$ cat src/inc/hvwk_consts.vh
// constants of the high-voltage wake input detector: register map, fields, timing
// assumes a 100 MHz mclk and a 32-bit apb register bus
`ifndef HVWK_CONSTS_VH
`define HVWK_CONSTS_VH

// register byte offsets
`define HVWK_OFS_CTRL      12'h000
`define HVWK_OFS_EVT_STAT  12'h004
`define HVWK_OFS_ALT_STAT  12'h008
`define HVWK_OFS_LVL_STAT  12'h00c
`define HVWK_OFS_BIAS      12'h010
`define HVWK_OFS_IRQ_CLR   12'h014
`define HVWK_OFS_IRQ_EN    12'h018
`define HVWK_ADDR_W        12

// wake_control_reg fields
`define HVWK_CTRL_PIN_EN   0
`define HVWK_CTRL_CYCLIC   1
`define HVWK_CTRL_ALT_EN   2
`define HVWK_CTRL_W        3
`define HVWK_CTRL_RST      3'h0

// status, clear and enable fields
`define HVWK_EVT_PIN       0
`define HVWK_EVT_ALT       1
`define HVWK_EVT_W         2

// bias select codes
`define HVWK_BIAS_W        2
`define HVWK_BIAS_NONE     2'h0
`define HVWK_BIAS_DOWN     2'h1
`define HVWK_BIAS_UP       2'h2
`define HVWK_BIAS_AUTO     2'h3

// chip power modes on power_mode
`define HVWK_MODE_W        3
`define HVWK_MODE_NORMAL   3'h0
`define HVWK_MODE_STOP     3'h1
`define HVWK_MODE_SLEEP    3'h2
`define HVWK_MODE_FAILSAFE 3'h3
`define HVWK_MODE_INIT     3'h4

// deglitch filter timing
`define HVWK_FILT_TIME_NS  16000
`define HVWK_CLK_PERIOD_NS 10
`define HVWK_FILT_CYCLES   (`HVWK_FILT_TIME_NS / `HVWK_CLK_PERIOD_NS)
`define HVWK_FILT_CNT_W    12

`endif

$ cat src/hvwk_filter.v
// digital deglitch filter for one synchronised comparator level
// assumes din is already synchronised to clk
`timescale 1ns/1ps
`default_nettype none
`include "hvwk_consts.vh"

module hvwk_filter #(
	parameter CYCLES = `HVWK_FILT_CYCLES,
	parameter CNT_W  = `HVWK_FILT_CNT_W
) (
	input  wire clk,
	input  wire rst,
	input  wire din,
	output reg  level_reg,
	output reg  edge_reg
);

	// terminal count cut to the counter width on purpose
	localparam [31:0]      TERM32 = CYCLES - 1;
	localparam [CNT_W-1:0] TERM   = TERM32[CNT_W-1:0];
	localparam [CNT_W-1:0] ONE    = {{(CNT_W-1){1'b0}}, 1'b1};

	reg [CNT_W-1:0] cnt_reg;

	always @(posedge clk) begin
		if (rst) begin
			level_reg <= 1'b0;
			edge_reg  <= 1'b0;
			cnt_reg   <= {CNT_W{1'b0}};
		end else begin
			edge_reg <= 1'b0;
			if (din == level_reg) begin
				// crossing back before the end restarts the interval
				cnt_reg <= {CNT_W{1'b0}};
			end else if (cnt_reg == TERM) begin
				// level held for the whole filter time: accept either edge
				level_reg <= din;
				edge_reg  <= 1'b1;
				cnt_reg   <= {CNT_W{1'b0}};
			end else begin
				cnt_reg <= cnt_reg + ONE;
			end
		end
	end

endmodule
`default_nettype wire

$ cat src/hvwk_top.v
// high-voltage wake input detector with apb register access
// assumes comparator outputs are asynchronous; power_mode and hs_on come from mclk logic
//
// Functional notes
// - both rising and falling crossings of the wake pin are wake events.
// - events interrupt in Normal/Stop, and request wake-up in Sleep/Fail-Safe.
// - a control bit selects static sensing or cyclic windowed sensing.
// - static sensing applies a nominal 16 us deglitch filter.
// - filter starts at a crossing; event only if no crossing back in time.
// - a wake control bit enables or disables pin wake capability.
// - every pin wake event latches into the pin wake flag.
// - live pin level is readable in Normal, Stop and Init modes.
// - during cyclic sensing the level register shows the last sampled level.
// - alternate pin as wake input is filtered 16 us, latched separately.
// - software controls pin pull current sources through the bias register.
// - bias codes: 00 none (reset), 01 pull-down, 10 pull-up, 11 automatic.
// - automatic mode pulls up on high level, down on low level.
// - cyclic sensing samples only while the high-side switch is on.
//
// The register addresses and the APB interface to the registers were decided locally.
`timescale 1ns/1ps
`default_nettype none
`include "hvwk_consts.vh"

module hvwk_top #(
	parameter FILT_CYCLES = `HVWK_FILT_CYCLES,
	parameter FILT_CNT_W  = `HVWK_FILT_CNT_W
) (
	input  wire                     mclk,
	input  wire                     sys_rst,
	// apb slave
	input  wire                     psel,
	input  wire                     penable,
	input  wire                     pwrite,
	input  wire [`HVWK_ADDR_W-1:0]  paddr,
	input  wire [31:0]              pwdata,
	output reg  [31:0]              prdata,
	output reg                      pready,
	output reg                      pslverr,
	// pin side
	input  wire                     hv_wake_pin,
	input  wire                     fail_output_gp_pin,
	input  wire                     high_side_switch,
	input  wire [`HVWK_MODE_W-1:0]  power_mode,
	output reg                      pull_up_en,
	output reg                      pull_down_en,
	// events to the rest of the chip
	output reg                      wake_irq,
	output reg                      wake_up_req
);

	// mode classes used by interrupt, wake-up and level readback
	function mode_active;
		input [`HVWK_MODE_W-1:0] m;
		begin
			mode_active = (m == `HVWK_MODE_NORMAL) || (m == `HVWK_MODE_STOP);
		end
	endfunction

	function mode_low_power;
		input [`HVWK_MODE_W-1:0] m;
		begin
			mode_low_power = (m == `HVWK_MODE_SLEEP) || (m == `HVWK_MODE_FAILSAFE);
		end
	endfunction

	function mode_readable;
		input [`HVWK_MODE_W-1:0] m;
		begin
			mode_readable = mode_active(m) || (m == `HVWK_MODE_INIT);
		end
	endfunction

	// pin synchronisers
	reg wk_s1_reg;
	reg wk_s2_reg;
	reg alt_s1_reg;
	reg alt_s2_reg;

	always @(posedge mclk) begin
		if (sys_rst) begin
			wk_s1_reg  <= 1'b0;
			wk_s2_reg  <= 1'b0;
			alt_s1_reg <= 1'b0;
			alt_s2_reg <= 1'b0;
		end else begin
			wk_s1_reg  <= hv_wake_pin;
			wk_s2_reg  <= wk_s1_reg;
			alt_s1_reg <= fail_output_gp_pin;
			alt_s2_reg <= alt_s1_reg;
		end
	end

	// static filters
	wire wk_filt_lvl;
	wire wk_filt_edge;
	wire alt_filt_lvl;
	wire alt_filt_edge;

	hvwk_filter #(
		.CYCLES (FILT_CYCLES),
		.CNT_W  (FILT_CNT_W)
	) u_wk_filter (
		.clk       (mclk),
		.rst       (sys_rst),
		.din       (wk_s2_reg),
		.level_reg (wk_filt_lvl),
		.edge_reg  (wk_filt_edge)
	);

	// alternate wake input always uses the static filter
	hvwk_filter #(
		.CYCLES (FILT_CYCLES),
		.CNT_W  (FILT_CNT_W)
	) u_alt_filter (
		.clk       (mclk),
		.rst       (sys_rst),
		.din       (alt_s2_reg),
		.level_reg (alt_filt_lvl),
		.edge_reg  (alt_filt_edge)
	);

	// registers
	reg [`HVWK_CTRL_W-1:0] wake_control_reg;
	reg [`HVWK_BIAS_W-1:0] wake_bias_control_reg;
	reg [`HVWK_EVT_W-1:0]  wake_irq_enable_reg;
	reg                    pin_wake_flag_reg;
	reg                    alt_wake_flag_reg;

	wire pin_en    = wake_control_reg[`HVWK_CTRL_PIN_EN];
	wire cyclic_en = wake_control_reg[`HVWK_CTRL_CYCLIC];
	wire alt_en    = wake_control_reg[`HVWK_CTRL_ALT_EN];

	// cyclic sensing: capture the level during the switch on-time,
	// judge it when the on-time ends so the sensed node has settled
	reg hs_on_d_reg;
	reg on_lvl_reg;
	reg cyc_lvl_reg;
	reg cyc_edge_reg;

	always @(posedge mclk) begin
		if (sys_rst) begin
			hs_on_d_reg  <= 1'b0;
			on_lvl_reg   <= 1'b0;
			cyc_lvl_reg  <= 1'b0;
			cyc_edge_reg <= 1'b0;
		end else begin
			hs_on_d_reg  <= high_side_switch;
			cyc_edge_reg <= 1'b0;
			if (high_side_switch) begin
				on_lvl_reg <= wk_s2_reg; // sample only while switch is on
			end
			if (cyclic_en && hs_on_d_reg && !high_side_switch) begin
				cyc_lvl_reg <= on_lvl_reg;
				// change of the sampled level is a wake event
				cyc_edge_reg <= (on_lvl_reg != cyc_lvl_reg);
			end
		end
	end

	// detection mode select
	wire pin_edge   = cyclic_en ? cyc_edge_reg : wk_filt_edge;
	wire pin_level  = cyclic_en ? cyc_lvl_reg : wk_filt_lvl;
	wire pin_event  = pin_en && pin_edge;
	wire alt_event  = alt_en && alt_filt_edge;

	// apb access decode
	wire apb_setup_acc = psel && penable && !pready;
	wire apb_done      = psel && penable && pready;
	wire wr_done       = apb_done && pwrite;

	wire addr_ctrl = (paddr == `HVWK_OFS_CTRL);
	wire addr_evt  = (paddr == `HVWK_OFS_EVT_STAT);
	wire addr_alt  = (paddr == `HVWK_OFS_ALT_STAT);
	wire addr_lvl  = (paddr == `HVWK_OFS_LVL_STAT);
	wire addr_bias = (paddr == `HVWK_OFS_BIAS);
	wire addr_clr  = (paddr == `HVWK_OFS_IRQ_CLR);
	wire addr_en   = (paddr == `HVWK_OFS_IRQ_EN);
	wire addr_hit  = addr_ctrl | addr_evt | addr_alt | addr_lvl |
	                 addr_bias | addr_clr | addr_en;

	wire clr_pin = wr_done && addr_clr && pwdata[`HVWK_EVT_PIN];
	wire clr_alt = wr_done && addr_clr && pwdata[`HVWK_EVT_ALT];

	// level readback: live in static, last sample in cyclic, zero outside readable modes
	reg level_stat_reg;

	always @(posedge mclk) begin
		if (sys_rst) begin
			level_stat_reg <= 1'b0;
		end else begin
			level_stat_reg <= mode_readable(power_mode) && pin_level;
		end
	end

	// software writable registers
	always @(posedge mclk) begin
		if (sys_rst) begin
			wake_control_reg      <= `HVWK_CTRL_RST;
			wake_bias_control_reg <= `HVWK_BIAS_NONE;
			wake_irq_enable_reg   <= {`HVWK_EVT_W{1'b0}};
		end else if (wr_done) begin
			if (addr_ctrl) begin
				wake_control_reg <= pwdata[`HVWK_CTRL_W-1:0];
			end
			if (addr_bias) begin
				wake_bias_control_reg <= pwdata[`HVWK_BIAS_W-1:0];
			end
			if (addr_en) begin
				wake_irq_enable_reg <= pwdata[`HVWK_EVT_W-1:0];
			end
		end
	end

	// sticky event flags; a new event beats a clear in the same cycle
	always @(posedge mclk) begin
		if (sys_rst) begin
			pin_wake_flag_reg <= 1'b0;
			alt_wake_flag_reg <= 1'b0;
		end else begin
			if (pin_event) begin
				pin_wake_flag_reg <= 1'b1;
			end else if (clr_pin) begin
				pin_wake_flag_reg <= 1'b0;
			end
			if (alt_event) begin
				alt_wake_flag_reg <= 1'b1;
			end else if (clr_alt) begin
				alt_wake_flag_reg <= 1'b0;
			end
		end
	end

	// read data mux
	reg [31:0] rd_data;

	always @* begin
		rd_data = 32'h0000_0000;
		case (1'b1)
			addr_ctrl: rd_data[`HVWK_CTRL_W-1:0] = wake_control_reg;
			addr_evt:  rd_data[0] = pin_wake_flag_reg;
			addr_alt:  rd_data[0] = alt_wake_flag_reg;
			addr_lvl:  rd_data[0] = level_stat_reg;
			addr_bias: rd_data[`HVWK_BIAS_W-1:0] = wake_bias_control_reg;
			addr_en:   rd_data[`HVWK_EVT_W-1:0] = wake_irq_enable_reg;
			default:   rd_data = 32'h0000_0000;
		endcase
	end

	// apb answer: one wait state so that every bus output is a flip-flop
	always @(posedge mclk) begin
		if (sys_rst) begin
			pready  <= 1'b0;
			pslverr <= 1'b0;
			prdata  <= 32'h0000_0000;
		end else if (apb_setup_acc) begin
			pready  <= 1'b1;
			pslverr <= !addr_hit;
			prdata  <= pwrite ? 32'h0000_0000 : rd_data;
		end else begin
			pready  <= 1'b0;
			pslverr <= 1'b0;
			prdata  <= 32'h0000_0000;
		end
	end

	// interrupt and wake-up; interrupt is held off in low-power modes
	// because the host cannot service it there
	wire [`HVWK_EVT_W-1:0] flags;
	assign flags[`HVWK_EVT_PIN] = pin_wake_flag_reg;
	assign flags[`HVWK_EVT_ALT] = alt_wake_flag_reg;

	always @(posedge mclk) begin
		if (sys_rst) begin
			wake_irq    <= 1'b0;
			wake_up_req <= 1'b0;
		end else begin
			wake_irq    <= mode_active(power_mode) &&
			               (|(flags & wake_irq_enable_reg));
			wake_up_req <= mode_low_power(power_mode) &&
			               (pin_event || alt_event);
		end
	end

	// pin bias sources; automatic mode follows the detected level
	always @(posedge mclk) begin
		if (sys_rst) begin
			pull_up_en   <= 1'b0;
			pull_down_en <= 1'b0;
		end else begin
			case (wake_bias_control_reg)
				`HVWK_BIAS_DOWN: begin
					pull_up_en   <= 1'b0;
					pull_down_en <= 1'b1;
				end
				`HVWK_BIAS_UP: begin
					pull_up_en   <= 1'b1;
					pull_down_en <= 1'b0;
				end
				`HVWK_BIAS_AUTO: begin
					pull_up_en   <= pin_level;
					pull_down_en <= !pin_level;
				end
				default: begin
					pull_up_en   <= 1'b0;
					pull_down_en <= 1'b0;
				end
			endcase
		end
	end

endmodule
`default_nettype wire

$ cat config.mk
export PLATFORM = sky130hd
export DESIGN_NAME = hvwk_top
export DESIGN_NICKNAME = d
export VERILOG_FILES = /design/src/hvwk_filter.v /design/src/hvwk_top.v
export VERILOG_INCLUDE_DIRS = /design/src /design/src/inc
export SDC_FILE = /design/constraint.sdc
export NUM_CORES = 1
export LEC_CHECK = 0
export BUFFER_PORTS_ARGS = -buffer_cell sky130_fd_sc_hd__buf_4
export CAP_MARGIN = 20
export CORE_ASPECT_RATIO = 0.5
export CORE_UTILIZATION = 53
export DETAILED_ROUTE_END_ITERATION = 12
export PLACE_DENSITY = 0.85
export SLEW_MARGIN = 20
export SYNTH_ARGS = -nofsm -noshare
export SYNTH_HDL_FRONTEND = slang
export SYNTH_HIERARCHICAL = 1
export SYNTH_SLANG_ARGS = --single-unit
$ cat constraint.sdc
create_clock -name mclk -period 3.7 [get_ports mclk]
set_clock_uncertainty 0.05 [all_clocks]
set_input_delay 0.37 -clock mclk [delete_from_list [all_inputs] [get_ports mclk]]
set_output_delay 0.37 -clock mclk [all_outputs]
set_load 0.1 [all_outputs]
* After elaboration in Yosys (flattened, before gate mapping)
Index checks and enable logic that the tools add are counted.
** Operators by class
- $add $sub $neg :: 2
- Mux-type cells :: 23
- Bitwise gates (word level) :: 12
- Equal/unequal tests :: 18
- Reductions and logical operators :: 40
** Operators with widths (count)
- $eq 12x5->1 const B :: 3
- $add 12x1->12 const B :: 2
- $eq 12x11->1 const B :: 2
- $eq 12x4->1 const B :: 2
- $mux 1 :: 21
- $logic_and 1x1->1 :: 14
- $eq 12x3->1 const B :: 1
- $logic_not 12->1 :: 1
- $reduce_and 2->1 :: 5
- $reduce_or 2->1 :: 5
- $reduce_or 3->1 :: 3
- $eq 3x2->1 const B :: 2
- $or 1x1->1 :: 6
- $not 1->1 :: 5
- $eq 2x2->1 const B :: 2
- $logic_not 1->1 :: 4
- $logic_or 1x1->1 :: 4
- $pmux 1 s2 :: 2
- $reduce_bool 2->1 :: 2
- $reduce_or 4->1 :: 1
- $eq 3x1->1 const B :: 1
- $eq 3x3->1 const B :: 1
- $logic_not 3->1 :: 1
- $and 2x2->2 :: 1
- 3 further kinds :: 4
** Word-level totals
- Output and inout port bits :: 38
- Bits of input ports :: 55
- Logic and storage cells :: 124
- Bits in registers :: 84

* Depth between registers and ports, before layout
Gate-level depths: netlist of run 1.
- Depth after elaboration :: 8
- Depth in mapped cells :: 6
- Mapped depth without buffers :: 5

* Cells and area by module
The synthesis of run 1 kept the hierarchy.
** Modules (own cells, without submodules)
- hvwk_top :: cells an instance 141, area an instance 1323.8 µm², seq. area each 540.5 µm², times used 1
- hvwk_filter :: cells an instance 65, area an instance 593.1 µm², seq. area each 280.3 µm², times used 2

* Worst setup path after synthesis of run 1
Ideal clock, no wire load.
- Path type :: reg2reg
- From :: reg pready
- To :: reg alt_wake_flag_reg
- Arrival :: 1736 ps
- Path buffers :: 0
- Path slack :: 1782 ps
- Data required time :: 3518 ps
- Clock period less this slack :: 1918 ps
- Setup time :: 132 ps
- Cell stages (with the launch flop) :: 5
- Cells stage by stage :: dfxtp_1 -> and4_1 -> nand4bb_1 -> o21ai_0 -> a21oi_1
** On the way
- Word-level cells in the longest chain between the ends :: 5
** Ends and longest elaborated chain
- start, declared :: RTL line hvwk_top.v:38 : output reg pready,
- start signal, assigned :: RTL line hvwk_top.v:253 : pready <= 1'b0;
- start signal, assigned :: RTL line hvwk_top.v:257 : pready <= 1'b1;
- start signal, assigned :: RTL line hvwk_top.v:261 : pready <= 1'b0;
- $logic_and 1x1->1 :: RTL line hvwk_top.v:169 : wire apb_done = psel && penable && pready;
- $logic_and 1x1->1 :: RTL line hvwk_top.v:170 : wire wr_done = apb_done && pwrite;
- $logic_and 1x1->1 (2 in a row) :: RTL line hvwk_top.v:183 : wire clr_alt = wr_done && addr_clr && pwdata[`HVWK_EVT_ALT];
- $reduce_bool 2->1 (no line)
- end signal, assigned :: RTL line hvwk_top.v:219 : alt_wake_flag_reg <= 1'b0;
- end signal, assigned :: RTL line hvwk_top.v:227 : alt_wake_flag_reg <= 1'b1;
- end signal, assigned :: RTL line hvwk_top.v:229 : alt_wake_flag_reg <= 1'b0;
- end, declared :: RTL line hvwk_top.v:128 : reg alt_wake_flag_reg;
No other way between the ends.
A chain may end at the register's enable or synchronous reset.

* Worst setup path after layout of run 1
- From :: in paddr[9]
- To :: reg prdata[0]
** On the way
- Word-level cells in the longest chain between the ends :: 7
- Elaborated cells on any way between the ends :: 12
- Classes of those cells :: 5 x eq/ne; 6 x mux; 1 x reduce/logical
** Ends and longest elaborated chain
- start, declared :: RTL line hvwk_top.v:35 : input wire [`HVWK_ADDR_W-1:0] paddr,
- $eq 12x5->1 (no line)
- $mux 1 (5 in a row) :: RTL line hvwk_top.v:239 : case (1'b1)
- $mux 1 * :: RTL line hvwk_top.v:239
- end signal, assigned :: RTL line hvwk_top.v:259 : prdata <= pwrite ? 32'h0000_0000 : rd_data;
- end, declared :: RTL line hvwk_top.v:37 : output reg [31:0] prdata,
Every way passes the cells marked *; elsewhere a longest branch is shown, timed or not.

==> results of run 1 <==
-- per-stage QoR --
step	util (%)	area, um^2
2_1_floorplan	-	2620
3_5_place_dp	60.1	2690
5_1_grt	62.0	2770
3_3_place_gp	60.1	2690
4_1_cts	62.0	2770
6_report	62.0	2770
-- where the power goes --
| part | total (uW) | switching (uW) | internal (uW) |
|---|---|---|---|
| clock network | 317 | 185 | 133 |
| registers | 598 | 2.33 | 596 |
| logic | 184 | 157 | 26.8 |
| total | 1100 | 344 | 755 |
-- cells by family (layout without fill, tap and decap cells) --
logic type	Yosys count	count (layout)	synth area share (%)
multiplexers	12	12	4.89
XOR/XNOR	23	23	8.03
AO/OA/AOI/OAI	22	22	5.38
other	1	29	0.149
adder cells (fa/ha/maj)	2	2	0.997
AND/OR/NAND/NOR	111	111	25.0
flip-flops	55	55	43.9
buffers and inverters	45	52	11.7
-- layout make-up --
type | count | share of cell area (%)
Clock inverter | 2 | 0.451
Clock buffer | 6 | 2.62
Multi-Input combinational cell | 199 | 44.1
Timing Repair Buffer | 34 | 9.21
Inverter | 10 | 1.35
Sequential cell | 55 | 39.7
Tap cell | 57 | 2.57
-- critical path, delay by kind of cell --
family / cells / cell delay, ns
AOI/OAI and AO/OA: 1 / 0.24
buffers and inverters: 1 / 0.11
and+or+nand+nor: 3 / 1.23
-- path summary, 6_finish.rpt --
path	startpoint	end	slack [ns]	depth (start not counted)
hold reg to reg	wk_s1_reg$_SDFF_PP0_	wk_s2_reg$_SDFF_PP0_	0.40	1
setup / recovery	paddr[9]	prdata[0]$_SDFF_PP0_	1.96	5
setup reg to reg	u_wk_filter/cnt_reg[7]$_SDFF_PP0_	u_wk_filter/cnt_reg[3]$_SDFF_PP0_	2.02	4
hold / removal	power_mode[2]	wake_irq$_SDFF_PP0_	0.19	2
-- synth_stat cells (4+ instances only) --
| cell | count |
|---|---|
| nand2_1 | 13 |
| xnor2_1 | 17 |
| o21ai_0 | 6 |
| buf_4 | 29 |
| nor4_1 | 5 |
| clkbuf_1 | 4 |
| mux2i_1 | 10 |
| a21oi_1 | 10 |
| nand4_1 | 6 |
| nor2_1 | 37 |
| dfxtp_1 | 55 |
| inv_1 | 10 |
| nor2b_1 | 6 |
| nand3_1 | 9 |
| nor3_1 | 9 |
| nand2b_1 | 8 |
| xor2_1 | 6 |
-- metal layers --
| layer | part of all wire [%] | global-route usage (%) |
|---|---|---|
| met4 | 1.4 | 7.84 |
| met2 | 49 | 33.9 |
| met5 | 0 | 0 |
| met3 | 6.4 | 5.15 |
| met1 | 43 | 22.3 |
==> summary.md, run 1 <==
| Metric | Value |
|---|---|
| Multi-input logic area | `0.00122 mm^2` |
| Post-CTS setup buffer count | `0` |
| Largest net degree at the start of global routing | `28` |
| VDD IR max | `about 0.34 mV` |
| CP Class | `input pin to flip-flop` |
| Cell count after synthesis | `approximately 270` |
| CTS Hold Bufs | `0` |
| Starting DRT DRC Count | `between 60 and 70` |
| Status | `completed` |
| PD cells | `between 300 and 400 mW/mm^2` |
| Maxcap violations | `0` |
| Crit path DAT | `approximately 2.0 ns` |
| Total GRT Usage | `a little under a fifth` |
| Dominant synthesized flop cell | `dfxtp_1` |
| Most common cell after layout, fill and taps aside | `dfxtp_1` |
| Synth area leader | `dfxtp_1` |
| Final Power | `about 1100 uW` |
| Slew headroom | `between 40% and 50%` |
| Critical-path cell list | `buf_4, or4_4, nor4_4, nor3b_2, o221a_2` |
| Warnings from Yosys | `6` |
| Bufs on Longest Clock Path | `2` |
| Via density | `between 5 and 6` |
| CTS Sinks | `55` |
| Most frequent cells in the layout | `dfxtp_1 (55), nor2_1 (37), buf_4 (34)` |
| Top-Level Pins | `93` |
| ANT cells | `0` |
| Die Y | `approximately 51 um` |
| Initial Util | `a little under three fifths` |
| GPL Wtd Cong | `roughly 0.86` |
| Routed Antenna Nets | `0` |
| FF+latch area | `0.00110 mm^2` |
| Slew Limit Fails | `0` |
| Final std cells w/o fill | `363` |
| Final Hold Fails | `0` |
| Largest cells by area after synthesis | `dfxtp_1 (44%), buf_4 (8.7%), xnor2_1 (5.9%), nor2_1 (5.5%), mux2i_1 (4.0%)` |
| Setup TNS | `0 ns` |
| Period utilisation layout | `47.1%` |
| Worst Setup End Kind | `flip-flop` |
| CTS tree | `done` |
| Hpwl dp | `roughly 3300 um` |
| Leakage power figure | `a little over 0.001 uW` |
| Post_cts resized | `0` |
| First-pass GRT wire length | `about 7400 um` |
| Async set-or-reset flop fraction in the synthesized netlist | `0%` |
| Rows | `17` |
| Worst path required time | `3.91 ns` |
| Hold WS | `~0.19 ns` |
| Final setup vio count | `0` |
| Drt total wl | `about 4300 um` |
| Dpl cells | `355` |
| H-tree levels | `2` |
| Area delta synth->final | `10.4%` |
| DIE WIDTH | `99.3 um` |
| Post-synth EDFFs | `0` |
| Core area | `0.00447 mm^2` |
| Clk Latency, worst-skew pair | `roughly 0.31 ns` |
| Min Tclk post-route | `1.74 ns` |
| Via count | `roughly 1,900` |
| Netlist Area Pre-Place | `between 0.002 and 0.003 mm^2` |
| Unrepaired setup endpoints after global routing | `no` |
| Share of layout cells above drive strength 1 | `between 10% and 20%` |
| Antenna violations before repair | `0` |
| Fin nets | `approximately 360` |
| Critical path launch point type | `input pin` |
| Worst stage delay on the critical path | `0.54 ns` |
| Fmax | `574 MHz` |
| Final WS setup | `~2.0 ns` |
| Slowest stage cell, crit path | `or4_4` |
| CTS Buf Count | `5` |
| Filler cells | `between 300 and 400` |
| Routed WL per cell | `around 12 um` |
| Pre-Repair DR Iteration Count | `4` |
| Measured slew at the worst slew-check pin | `0.865 ns` |
| Total congestion overflow | `0` |
| Crit path max fanout | `7` |
| Syn Area/Cell | `~9.3 um^2` |
| Clock slew seen by the registers of the worst setup and hold paths | `about 0.090 ns` |
| # DRC | `0` |
| Register area share after synthesis | `about 44%` |
| Post-synth top area share | `43.9%` |
| Die ar. | `between 0.005 and 0.006 mm^2` |
| Vias in the first global route | `around 1,700` |
| Post-synthesis cell type count | `37` |
| Hold Path Class | `input pin to flip-flop` |
| Port Buffers | `34` |
| #FFs+latches synth | `55` |
| Post-place setup slack | `~1.7 ns` |
| Clock root cell | `clkbuf_8` |
(Power assumes the default switching activity.)
==> inputs of run 2 (changes only) <==
CORE_UTILIZATION = 49   (was 53)
PLACE_DENSITY = 0.79   (was 0.85)
clock period = 1.71 ns   (was 3.7 ns; I/O delays follow)
==> summary.md, run 2 (synthesis results as in run 1) <==
| Metric | Value |
|---|---|
| Status | `completed` |
| Final Hold Fails | `0 (unchanged)` |
| Antenna violations before repair | `0 (unchanged)` |
| Total congestion overflow | `0 (unchanged)` |
| ANT cells | `0 (unchanged)` |
| Drt total wl | `4770 um (+10%)` |
| Most common cell after layout, fill and taps aside | `dfxtp_1` |
| CP Class | `flip-flop to flip-flop` |
| Pre-Repair DR Iteration Count | `4 (unchanged)` |
| Rows | `17 (unchanged)` |
| Worst stage delay on the critical path | `0.55 ns (about the same)` |
| Critical-path cell list | `or4_4, nor4_4, or2_2, nor2_1` |
| Hold WS | `0.00642 ns (-0.183 ns)` |
| Via count | `1,925 (+2.3%)` |
| Initial Util | `53.9% (-2.3 points)` |
| Fin nets | `371 (+2.5%)` |
| Top-Level Pins | `93 (unchanged)` |
| Worst path required time | `1.88 ns (-2.03 ns)` |
| Die Y | `52.6 um (+3.8%)` |
| Slew Limit Fails | `0 (unchanged)` |
| Measured slew at the worst slew-check pin | `0.531 ns (-0.334 ns)` |
| Largest net degree at the start of global routing | `20 (-29%)` |
| Crit path max fanout | `6 (-1)` |
| Most frequent cells in the layout | `dfxtp_1 (54), buf_4 (38), nor2_1 (37)` |
| CTS Sinks | `55 (unchanged)` |
| Routed WL per cell | `12.5 um (+5.0%)` |
| PD cells | `850 mW/mm^2 (+110%)` |
| Share of layout cells above drive strength 1 | `20.0% (+2.7 points)` |
| Core area | `0.00466 mm^2 (+4.3%)` |
| VDD IR max | `0.488 mV (+45%)` |
| Starting DRT DRC Count | `70 (+9.4%)` |
| Clock slew seen by the registers of the worst setup and hold paths | `0.10 ns (about the same)` |
| Via density | `5.05 (-2.5%)` |
| Die ar. | `0.00543 mm^2 (+7.9%)` |
| Vias in the first global route | `1,764 (+2.7%)` |
| Clk Latency, worst-skew pair | `0.31 ns (about the same)` |
| First-pass GRT wire length | `7780 um (+4.8%)` |
| Dpl cells | `368 (+3.7%)` |
| DIE WIDTH | `103 um (+3.9%)` |
| Min Tclk post-route | `1.61 ns` |
| Routed Antenna Nets | `0 (unchanged)` |
| CTS tree | `done` |
| Filler cells | `388 (+11%)` |
| Unrepaired setup endpoints after global routing | `no` |
| Hpwl dp | `3340 um (+2.6%)` |
| Port Buffers | `34 (unchanged)` |
| Maxcap violations | `0 (unchanged)` |
| Slew headroom | `64.4% (+23 points)` |
| CP Buf/Inv Count | `0 (-1)` |
| H-tree levels | `2 (unchanged)` |
| Fmax | `approximately 620 MHz` |
| Period utilisation layout | `a little over nine tenths` |
| Area delta synth->final | `14.5%` |
| Setup TNS | `0 ns (unchanged)` |
| Critical path launch point type | `flip-flop` |
| Final Util | `61.7% (-0.35 points)` |
| Total GRT Usage | `19.3% (+0.13 points)` |
| Hold Path Class | `input pin to flip-flop` |
| Crit path max-delay family | `simple AND/OR/NAND/NOR gates` |
| Crit path DAT | `1.78 ns (-0.17 ns)` |
| # DRC | `0 (unchanged)` |
| Bufs on Longest Clock Path | `2 (unchanged)` |
| Clock root cell | `clkbuf_8` |
| CTS Buf Count | `5 (unchanged)` |
| Final std cells w/o fill | `381 (+5.0%)` |
| Leakage power figure | `0.00107 uW (+4.0%)` |
| Final setup vio count | `0 (unchanged)` |
| Slowest stage cell, crit path | `or4_4` |
| Worst Setup End Kind | `flip-flop` |
| GPL Wtd Cong | `0.813 (-5.5%)` |
-- run 2: where the power goes --
part | leakage (uW) | switching (uW) | internal [uW] | total, uW
Clock | 0.0000408 | 447 | 294 | 740
Combinational | 0.000585 | 342 | 65.0 | 407
Sequential | 0.000445 | 4.88 | 1290 | 1290
Total | 0.00107 | 794 | 1650 | 2440
-- run 2: layout make-up --
cell class	instances	area [um^2]	share of cell area, %
sequential	55	1100	38.4
timing repair buffer	41	315	11.0
clock inverter	3	23.8	0.827
multi-input combinational	201	1240	43.3
tap	66	82.6	2.87
inverter	10	37.5	1.31
clock buffer	5	68.8	2.39
-- run 2: final timing paths --
path	startpoint	endpoint	slack, ns	cells after the start
max	u_wk_filter/cnt_reg[7]$_SDFF_PP0_	u_wk_filter/cnt_reg[11]$_SDFF_PP0_	0.1	4
min	power_mode[0]	level_stat_reg$_SDFF_PP0_	0.006	2
max reg2reg	u_wk_filter/cnt_reg[7]$_SDFF_PP0_	u_wk_filter/cnt_reg[11]$_SDFF_PP0_	0.1	4
min reg2reg	wk_s1_reg$_SDFF_PP0_	wk_s2_reg$_SDFF_PP0_	0.39	1
-- run 2: through the flow --
step	area (um^2)	total power, uW	setup slack [ns]
2_1_floorplan	2620	1710	0.129
3_3_place_gp	2730	1720	-0.0157
3_5_place_dp	2730	1720	-0.0374
4_1_cts	2850	2450	0.0140
5_1_grt	2870	2520	0.00352
6_report	2870	2440	0.0959
-- run 2: repair_timing --
action | CTS | global route
hold endpoints to repair | 2 | 0
setup endpoints to repair | 0 | 24
hold buffers | 3 | 0
buffers inserted | 0 | 0
resized for setup | 0 | 4
-- run 2: layer usage --
layer / part of all wire, % / global-route usage (%)
met1: 45 / 23.4
met2: 48 / 33.3
met3: 4.8 / 3.73
met4: 1.8 / 9.15
met5: 0 / 0
